<file path="src/logic/fcu_pkg.sv">
// Shared constants of the user-port host: register map, fields, command codes.
// Assumes a 32-bit APB register bus and a user port in the same clock domain.
package fcu_pkg;

  // ----------------------------------------
  // Register offsets
  // ----------------------------------------
  localparam logic [7:0] OFF_CMD    = 8'h00;
  localparam logic [7:0] OFF_ADDR   = 8'h04;
  localparam logic [7:0] OFF_CFG    = 8'h08;
  localparam logic [7:0] OFF_REF    = 8'h0c;
  localparam logic [7:0] OFF_STATUS = 8'h10;
  localparam logic [7:0] OFF_WDATA  = 8'h14;
  localparam logic [7:0] OFF_RDATA  = 8'h18;
  localparam logic [7:0] OFF_SREF   = 8'h1c;

  // ----------------------------------------
  // Field positions
  // ----------------------------------------
  localparam int CMD_CODE_LSB  = 0;
  localparam int CMD_NUM_LSB   = 4;
  localparam int CFG_REFEN_BIT = 0;
  localparam int CFG_DLY_LSB   = 1;
  localparam int REF_INT_LSB   = 0;
  localparam int REF_BURST_LSB = 16;
  localparam int ST_BUSY_BIT   = 0;
  localparam int ST_DONE_BIT   = 1;
  localparam int ST_SREF_BIT   = 2;
  localparam int ST_CNT_LSB    = 8;

  // ----------------------------------------
  // User command codes
  // ----------------------------------------
  localparam logic [2:0] UCMD_NOP   = 3'h0;
  localparam logic [2:0] UCMD_WRITE = 3'h4;
  localparam logic [2:0] UCMD_SREF  = 3'h5;
  localparam logic [2:0] UCMD_READ  = 3'h6;
  localparam logic [2:0] UCMD_AREF  = 3'h7;

  // ----------------------------------------
  // Limits and reset values
  // ----------------------------------------
  localparam logic [3:0]  NUM_MAX       = 4'hf;
  localparam logic [3:0]  BURST_MIN     = 4'h1;
  localparam logic [3:0]  BURST_MAX     = 4'h8;
  localparam logic [15:0] INTERVAL_MASK = 16'h7fff;
  localparam logic [15:0] RST_INTERVAL  = 16'h0400;
  localparam logic [3:0]  RST_BURST     = 4'h1;
  localparam logic [31:0] UNMAPPED_DATA = 32'h0000_0000;

  typedef enum logic [4:0] {
    ST_IDLE = 5'b00001,
    ST_CMD  = 5'b00010,
    ST_DATA = 5'b00100,
    ST_SREF = 5'b01000,
    ST_EXIT = 5'b10000
  } fcu_state_t;

endpackage

</file>
<file path="src/logic/fcu_buf_if.sv">
// Segment buffer port group between the host core and its storage.
// Assumes one writer and two readers, all on pclk.
`timescale 1ns/100ps
interface fcu_buf_if #(parameter int DW = 32);
  logic          wen;
  logic [3:0]    widx;
  logic [DW-1:0] wdata;
  logic [3:0]    ridx_a;
  logic [3:0]    ridx_b;
  logic [DW-1:0] rdata_a;
  logic [DW-1:0] rdata_b;

  modport host (output wen, output widx, output wdata, output ridx_a, output ridx_b,
                input rdata_a, input rdata_b);
  modport mem  (input wen, input widx, input wdata, input ridx_a, input ridx_b,
                output rdata_a, output rdata_b);
endinterface

</file>
<file path="src/logic/fcu_host.sv">
// User-side driver of a fast-cycle DRAM controller, commanded over APB.
// Assumes the controller shares pclk, so its user port needs no synchroniser.
//
// The implementer's own choices: the address map and register access over APB.
`timescale 1ns/100ps
module fcu_host #(
  parameter int DW       = 32,
  parameter int COL_BITS = 8
) (
  input  wire logic          pclk,
  input  wire logic          presetn,
  input  wire logic          psel,
  input  wire logic          penable,
  input  wire logic          pwrite,
  input  wire logic [7:0]    paddr,
  input  wire logic [31:0]   pwdata,
  output logic      [31:0]   prdata,
  output logic               pready,
  output logic               pslverr,
  output logic      [2:0]    usr_cmd,
  output logic      [26:0]   usr_addr,
  output logic      [3:0]    usr_num_xfers,
  output logic      [DW-1:0] usr_wdata,
  output logic      [1:0]    usr_read_dly,
  output logic               usr_ref_en,
  output logic      [15:0]   ref_interval,
  output logic      [3:0]    ref_burst,
  input  wire logic          usr_ack,
  input  wire logic          usr_dreq,
  input  wire logic          usr_dval,
  input  wire logic [DW-1:0] usr_rdata
);

  localparam logic [9:0] COL_KEEP = 10'((32'd1 << COL_BITS) - 32'd1);

  function automatic logic is_xfer(input logic [2:0] code);
    return (code == fcu_pkg::UCMD_READ) || (code == fcu_pkg::UCMD_WRITE);
  endfunction

  function automatic logic [3:0] clamp_burst(input logic [3:0] b);
    if (b < fcu_pkg::BURST_MIN) return fcu_pkg::BURST_MIN;
    if (b > fcu_pkg::BURST_MAX) return fcu_pkg::BURST_MAX;
    return b;
  endfunction

  fcu_pkg::fcu_state_t state_reg, state_next;
  logic [2:0]    cmd_reg, cmd_next;
  logic [2:0]    op_reg;
  logic [26:0]   addr_reg;
  logic [3:0]    num_reg;
  logic [3:0]    cnt_reg, cnt_next;
  logic [3:0]    wptr_reg, rptr_reg;
  logic [DW-1:0] wdata_reg;
  logic [1:0]    dly_reg;
  logic          refen_reg, done_reg, hold_reg;
  logic [15:0]   intv_reg;
  logic [3:0]    burst_reg;
  logic [31:0]   prdata_reg;
  logic          pready_reg, pslverr_reg;

  fcu_buf_if #(.DW(DW)) bif ();

  fcu_seg_mem #(.DW(DW)) u_mem (
    .pclk (pclk),
    .bus  (bif.mem)
  );

  // ----------------------------------------
  // APB decode
  // ----------------------------------------
  // One wait state: data is registered on the same edge that raises pready
  wire        acc      = psel && penable;
  wire        fin      = acc && pready_reg;
  wire        wr_fin   = fin && pwrite;
  wire        rd_fin   = fin && !pwrite;
  wire        idle     = (state_reg == fcu_pkg::ST_IDLE);
  wire        hit_cmd  = (paddr == fcu_pkg::OFF_CMD);
  wire        hit_addr = (paddr == fcu_pkg::OFF_ADDR);
  wire        hit_cfg  = (paddr == fcu_pkg::OFF_CFG);
  wire        hit_ref  = (paddr == fcu_pkg::OFF_REF);
  wire        hit_st   = (paddr == fcu_pkg::OFF_STATUS);
  wire        hit_wd   = (paddr == fcu_pkg::OFF_WDATA);
  wire        hit_rd   = (paddr == fcu_pkg::OFF_RDATA);
  wire        hit_sr   = (paddr == fcu_pkg::OFF_SREF);
  wire        mapped   = hit_cmd | hit_addr | hit_cfg | hit_ref | hit_st | hit_wd
                       | hit_rd | hit_sr;
  wire [2:0]  req_code = pwdata[fcu_pkg::CMD_CODE_LSB +: 3];
  wire [3:0]  req_num  = pwdata[fcu_pkg::CMD_NUM_LSB +: 4];
  wire        num_ok   = (req_num != 4'h0) && (req_num <= fcu_pkg::NUM_MAX);
  wire        code_ok  = is_xfer(req_code) ? num_ok : (req_code[2] == 1'b1);
  wire        start    = wr_fin && hit_cmd && idle && code_ok;
  wire [26:0] addr_in  = {pwdata[26:10], pwdata[9:0] & COL_KEEP};
  wire        done_clr = wr_fin && hit_st && pwdata[fcu_pkg::ST_DONE_BIT];

  wire [31:0] status_word = {20'h0, cnt_reg, 5'h0, (state_reg == fcu_pkg::ST_SREF),
                             done_reg, !idle};
  wire [31:0] rd_mux =
      hit_cmd  ? {24'h0, num_reg, 1'b0, cmd_reg} :
      hit_addr ? {5'h0, addr_reg} :
      hit_cfg  ? {29'h0, dly_reg, refen_reg} :
      hit_ref  ? {12'h0, burst_reg, intv_reg} :
      hit_st   ? status_word :
      hit_rd   ? 32'(bif.rdata_b) :
      hit_sr   ? {31'h0, hold_reg} :
                 fcu_pkg::UNMAPPED_DATA;

  // ----------------------------------------
  // Segment counting and buffer access
  // ----------------------------------------
  wire seg_evt  = (op_reg == fcu_pkg::UCMD_WRITE) ? usr_dreq : usr_dval;
  wire xfer_act = (state_reg == fcu_pkg::ST_CMD) || (state_reg == fcu_pkg::ST_DATA);
  wire cap_en   = xfer_act && (op_reg == fcu_pkg::UCMD_READ) && usr_dval;
  wire last_seg = (cnt_next == num_reg);

  assign cnt_next = start ? 4'h0 : (xfer_act && seg_evt) ? 4'(cnt_reg + 4'h1) : cnt_reg;

  assign bif.wen    = cap_en || (wr_fin && hit_wd && idle);
  assign bif.widx   = cap_en ? cnt_reg : wptr_reg;
  assign bif.wdata  = cap_en ? usr_rdata : pwdata[DW-1:0];
  assign bif.ridx_a = cnt_next;
  assign bif.ridx_b = rptr_reg;

  // ----------------------------------------
  // Command sequencer
  // ----------------------------------------
  always_comb begin
    state_next = state_reg;
    cmd_next   = cmd_reg;
    unique case (state_reg)
      fcu_pkg::ST_IDLE: begin
        if (start) begin
          state_next = (req_code == fcu_pkg::UCMD_SREF) ? fcu_pkg::ST_SREF : fcu_pkg::ST_CMD;
          cmd_next   = req_code;
        end
      end
      fcu_pkg::ST_CMD: begin
        // Inputs held until acknowledge; controller inserts its own idles
        if (usr_ack) begin
          cmd_next   = fcu_pkg::UCMD_NOP;
          state_next = (is_xfer(op_reg) && !last_seg) ? fcu_pkg::ST_DATA : fcu_pkg::ST_IDLE;
        end
      end
      fcu_pkg::ST_DATA: begin
        if (last_seg) begin
          state_next = fcu_pkg::ST_IDLE;
        end
      end
      fcu_pkg::ST_SREF: begin
        if (!hold_reg) begin
          cmd_next   = fcu_pkg::UCMD_AREF;
          state_next = fcu_pkg::ST_EXIT;
        end
      end
      fcu_pkg::ST_EXIT: begin
        if (usr_ack) begin
          cmd_next   = fcu_pkg::UCMD_NOP;
          state_next = fcu_pkg::ST_IDLE;
        end
      end
      default: begin
        state_next = fcu_pkg::ST_IDLE;
        cmd_next   = fcu_pkg::UCMD_NOP;
      end
    endcase
  end

  wire fin_evt = !idle && (state_next == fcu_pkg::ST_IDLE);

  always_ff @(posedge pclk or negedge presetn) begin
    if (!presetn) begin
      state_reg <= fcu_pkg::ST_IDLE;
      cmd_reg   <= fcu_pkg::UCMD_NOP;
      cnt_reg   <= 4'h0;
      done_reg  <= 1'b0;
    end else begin
      state_reg <= state_next;
      cmd_reg   <= cmd_next;
      cnt_reg   <= cnt_next;
      done_reg  <= fin_evt || (done_reg && !done_clr);
    end
  end

  // Command operands latch only at start, so they stay still until ack
  always_ff @(posedge pclk or negedge presetn) begin
    if (!presetn) begin
      op_reg    <= fcu_pkg::UCMD_NOP;
      num_reg   <= 4'h0;
      wdata_reg <= '0;
    end else begin
      if (start) begin
        op_reg  <= req_code;
        num_reg <= is_xfer(req_code) ? req_num : 4'h0;
      end
      if (start || (xfer_act && usr_dreq)) begin
        wdata_reg <= bif.rdata_a;
      end
    end
  end

  // ----------------------------------------
  // Software registers
  // ----------------------------------------
  always_ff @(posedge pclk or negedge presetn) begin
    if (!presetn) begin
      addr_reg  <= 27'h0;
      dly_reg   <= 2'h0;
      refen_reg <= 1'b0;
      intv_reg  <= fcu_pkg::RST_INTERVAL;
      burst_reg <= fcu_pkg::RST_BURST;
      hold_reg  <= 1'b0;
      wptr_reg  <= 4'h0;
      rptr_reg  <= 4'h0;
    end else begin
      if (wr_fin && hit_addr && idle) addr_reg <= addr_in;
      if (wr_fin && hit_cfg) begin
        refen_reg <= pwdata[fcu_pkg::CFG_REFEN_BIT];
        dly_reg   <= pwdata[fcu_pkg::CFG_DLY_LSB +: 2];
      end
      if (wr_fin && hit_ref) begin
        intv_reg  <= pwdata[fcu_pkg::REF_INT_LSB +: 16] & fcu_pkg::INTERVAL_MASK;
        burst_reg <= clamp_burst(pwdata[fcu_pkg::REF_BURST_LSB +: 4]);
      end
      if (start && (req_code == fcu_pkg::UCMD_SREF)) begin
        hold_reg <= 1'b1;
      end else if (wr_fin && hit_sr) begin
        hold_reg <= pwdata[0];
      end
      if (start) begin
        wptr_reg <= 4'h0;
        rptr_reg <= 4'h0;
      end else begin
        if (wr_fin && hit_wd && idle) wptr_reg <= 4'(wptr_reg + 4'h1);
        if (rd_fin && hit_rd) rptr_reg <= 4'(rptr_reg + 4'h1);
      end
    end
  end

  always_ff @(posedge pclk or negedge presetn) begin
    if (!presetn) begin
      pready_reg  <= 1'b0;
      pslverr_reg <= 1'b0;
      prdata_reg  <= 32'h0;
    end else begin
      pready_reg  <= acc && !pready_reg;
      pslverr_reg <= acc && !pready_reg && !mapped;
      if (acc && !pready_reg) prdata_reg <= rd_mux;
    end
  end

  // ----------------------------------------
  // Outputs
  // ----------------------------------------
  // Bursting, masking and address stepping live in the controller
  assign usr_cmd       = cmd_reg;
  assign usr_addr      = addr_reg;
  assign usr_num_xfers = num_reg;
  assign usr_wdata     = wdata_reg;
  assign usr_read_dly  = dly_reg;
  assign usr_ref_en    = refen_reg;
  assign ref_interval  = intv_reg;
  assign ref_burst     = burst_reg;
  assign prdata        = prdata_reg;
  assign pready        = pready_reg;
  assign pslverr       = pslverr_reg;
endmodule

</file>
<file path="src/logic/fcu_seg_mem.sv">
// Sixteen-word segment store: write data staged by software, read data captured.
// Assumes writes come from one source per cycle; reads are combinational.
`timescale 1ns/100ps
module fcu_seg_mem #(
  parameter int DW = 32
) (
  input  wire logic pclk,
  fcu_buf_if.mem    bus
);

  logic [DW-1:0] mem_q [16];

  // ----------------------------------------
  // Storage
  // ----------------------------------------
  // No reset: contents are data, never control
  always_ff @(posedge pclk) begin
    if (bus.wen) begin
      mem_q[bus.widx] <= bus.wdata;
    end
  end

  assign bus.rdata_a = mem_q[bus.ridx_a];
  assign bus.rdata_b = mem_q[bus.ridx_b];

endmodule

</file>
<file path="config.mk">
export PLATFORM = sky130hd
export DESIGN_NAME = fcu_host
export DESIGN_NICKNAME = d
export VERILOG_FILES = /design/src/logic/fcu_pkg.sv /design/src/logic/fcu_buf_if.sv /design/src/logic/fcu_host.sv /design/src/logic/fcu_seg_mem.sv
export SDC_FILE = /design/constraint.sdc
export NUM_CORES = 1
export LEC_CHECK = 0
export BUFFER_PORTS_ARGS = -buffer_cell sky130_fd_sc_hd__buf_2
export CAP_MARGIN = 25
export CELL_PAD_IN_SITES_DETAIL_PLACEMENT = 1
export CELL_PAD_IN_SITES_GLOBAL_PLACEMENT = 1
export CORE_ASPECT_RATIO = 1.2
export CORE_MARGIN = 5
export CORE_UTILIZATION = 55
export DETAILED_ROUTE_END_ITERATION = 6
export GPL_TIMING_DRIVEN = 0
export PLACE_DENSITY_LB_ADDON = 0.1
export SLEW_MARGIN = 20
export SYNTH_ARGS = -nofsm -noshare
export SYNTH_HDL_FRONTEND = slang
export SYNTH_SLANG_ARGS = --single-unit
</file>
<file path="constraint.sdc">
create_clock -name pclk -period 5.4 [get_ports pclk]
set_input_delay 1.08 -clock pclk [delete_from_list [all_inputs] [get_ports pclk]]
set_output_delay 1.08 -clock pclk [all_outputs]
set_load 0.1 [all_outputs]
</file>
==> results.json <==
{
  "synth_cell_types": 81,
  "yosys-top-cells-count": "edfxtp_1 (512), nand2_1 (508), mux4_2 (160)",
  "reg2reg_depth": 8,
  "grt_pass1_wl_um": 170000,
  "crit_fanout": 13,
  "die_h_um": 268,
  "async_flop_share": 0.217,
  "fill_cells": 5233,
  "syn_area_um2": 30500,
  "reg2reg_from": "state_reg[4]",
  "synth_seq_cells": 654,
  "cp.buffers_inverters": 3,
  "drt_iter0_drc": 3425,
  "die_area_um2": 60300,
  "seqPwrFrac": 0.520,
  "hold_path_class": "in -> async",
  "post_cts_buffers": 0,
  "cts_resized": 0,
  "hpwl_um": 82400,
  "grt_overflow": 0,
  "multi_input_area_um2": 10900,
  "critical_path.most_common_cell": "buf_16",
  "wl_per_cell_um": 35.9,
  "avgSynthCellArea_um2": 13.6,
  "initial_utilization": 0.555,
  "cp-end-kind": "flop",
  "numClockSinks": 654,
  "drt-total-wl_um": 120000,
  "power.leakage_nw": 13.5,
  "synth_most_common_cell": "edfxtp_1",
  "hold_buffers": 0,
  "critical-path-top-delay-family": "simple AND/OR/NAND/NOR gates",
  "die_w_um": 225,
  "setup_violations": 0,
  "yosysTopAreaCell": "edfxtp_1",
  "critPathKind": "reg -> reg",
  "p_int_mw": 8.16,
  "drv_slew": 0,
  "worstPathArrival_ns": 4.72,
  "cts_buffer_depth": 3,
  "row_count": 94,
  "crit_slowest_cell": "clkbuf_1",
  "yosys_most_used_dff": "edfxtp_1",
  "rsz0062_at_grt": "false",
  "synth_area_leaders": "edfxtp_1 (50%), mux4_2 (12%), dfrtp_1 (11%), nand2_1 (6.3%), mux2i_1 (2.4%)",
  "ctsHtreeMaxLevel": 3,
  "fin_skew_ns": 0.0275,
  "comb_power_share": 0.028,
  "irDropWorstVdd_mv": 0.254,
  "grt_antenna_before_repair": 8,
  "gp_congestion": 0.916,
  "max-slew-margin-rel": 0.239,
  "tightest_slew_ns": 1.14,
  "cpPeakStageDelay_ns": 0.73,
  "regArea_um2": 18900,
  "synth_top_area_frac": 0.504,
  "antenna_left": 0,
  "final_nets": 2637,
  "cts_root_buf": "clkbuf_16",
  "min_period_ns": 4.40,
  "r2r_setup_slack_ns": 1.00,
  "io_pins": 203,
  "status": "finished, final reports clean",
  "synth_edf_count": 512,
  "drive_above_1_share": 0.244,
  "largest_reg_flops": 512,
  "p_clk_frac": 0.452,
  "power.switching_mw": 2.33,
  "crit_required_ns": 5.73,
  "holdWs_ns": 0.487,
  "fmax_ghz": 0.227,
  "rr_endpoint": "u_mem.mem_q[7][17]",
  "core_um2": 54900,
  "ys_seq_area_frac": 0.621,
  "hold_viol": 0,
  "max_cap_viol_count": 0,
  "port_buffers": 198,
  "period_share": 0.815,
  "grt_max_degree": 89,
  "dr.pass1.iters": 5,
  "power_density_nw_per_um2": 295,
  "clk_transition_reported_paths_ns": 0.06,
  "critPathLaunchType": "flop",
  "swShare": 0.222,
  "viasPerCell": 7.21,
  "path_cells": "nor3_2, nand2_1, nor3_1, clkbuf_1, a31oi_1, nor2_4, buf_16, buf_16",
  "track_usage": 0.391,
  "syn2layout_area_growth_pct": 16.5,
  "cts_tree": "built",
  "synth_cells": 2250,
  "fin_total_pwr_mw": 10.5,
  "drc_errors": 0,
  "cts_buffers": 68,
  "clk_latency_ns": 0.63,
  "yosysWarnings": 0,
  "grt_pass1_vias": 25006,
  "num_vias": 24015
}
[placed cells by master, fill, tap and decap left out, types with 16 or more instances in the layout]
master and count:
buf_2 252, a32oi_1 32, o21ai_0 60, mux2_2 30
edfxtp_1 512, dfrtp_1 139, clkbuf_16 72, a22oi_1 27
nor2_1 61, nand2_1 508, clkbuf_1 109, a2bb2oi_1 31
a31oi_1 75, nand4b_1 32, inv_1 16, nand3_1 136
buf_16 21, mux2i_1 74, mux4_2 160, nor2_4 16
[worst reg2reg max path, stage by stage (launching register included)]
cell and delay [ns]:
dfrtp_1 0.43, nor3_2 0.45, nand2_1 0.31, nor3_1 0.50, clkbuf_1 0.73, a31oi_1 0.54
nor2_4 0.69, buf_16 0.25, buf_16 0.18
[metal layers]
| metal | track usage | wire length [um] | vias to the layer above | share of wire |
|---|---|---|---|---|
| li1 | - | - | 9242 | - |
| met1 | 0.480 | 39800 | 12143 | 0.33 |
| met2 | 0.625 | 55900 | 2082 | 0.47 |
| met3 | 0.110 | 15400 | 536 | 0.13 |
| met4 | 0.228 | 8600 | 12 | 0.072 |
| met5 | 0 | 79 | - | 0.00066 |
[power by group through the flow]
stage | registers (mW) | clock network, mW | logic (mW)
final | 5.45 | 4.74 | 0.295
after global routing | 5.45 | 4.95 | 0.311
after CTS | 5.45 | 4.71 | 0.289
after detailed placement | 5.55 | 0 | 0.287
after global placement | 5.55 | 0 | 0.273
after floorplan | 5.60 | 0 | 0.0948
[logic make-up (layout without fill, tap and decap cells)]
kind of cell | Yosys count | in the layout | share of synthesized area
mux | 264 | 264 | 0.154
other cells | 1 | 5 | 0.000123
fa+ha+maj | 3 | 3 | 0.00123
simple gates | 833 | 833 | 0.123
flops | 654 | 654 | 0.621
compound gates | 302 | 302 | 0.0692
buf+inv | 180 | 538 | 0.0274
xor+xnor | 13 | 13 | 0.00443
[metrics by stage]
| stage | cells | worst slack [ns] | util | setup TNS (ns) | cell area (um^2) |
|---|---|---|---|---|---|
| floorplan | 2252 | 1.12 | - | 0 | 30500 |
| global placement | 3170 | -1.61 | 0.590 | -628.42 | 32400 |
| detailed placement | 3201 | 0.714 | 0.606 | 0 | 33300 |
| CTS | 3327 | 1.11 | 0.646 | 0 | 35500 |
| global route | 3330 | 0.898 | 0.646 | 0 | 35500 |
| finish | 3332 | 1.00 | 0.646 | 0 | 35500 |
[layout make-up]
class | count | share of cell area
multi-input cells | 1418 | 0.306
clock inverters | 23 | 0.00546
clock buffers | 103 | 0.0560
plain buffers | 161 | 0.0215
repair buffers | 232 | 0.0503
well taps | 720 | 0.0254
inverters | 19 | 0.00208
flip-flops and latches | 654 | 0.533
diodes | 2 | 0.000141
[worst max-delay path by stage]
stage / from / endpoint / slack, ns / depth (start not counted)
after floorplan: paddr[1] / u_mem.mem_q[4][0] / 1.12 / 7
after global placement: paddr[1] / u_mem.mem_q[1][18] / -1.61 / 8
after detailed placement: paddr[4] / usr_wdata[16] / 0.71 / 9
after CTS: state_reg[4] / u_mem.mem_q[4][27] / 1.11 / 8
after global routing: state_reg[4] / u_mem.mem_q[4][23] / 0.90 / 8
final: state_reg[4] / u_mem.mem_q[7][17] / 1.00 / 8
No activity file was read; power rests on OpenSTA's default activity.
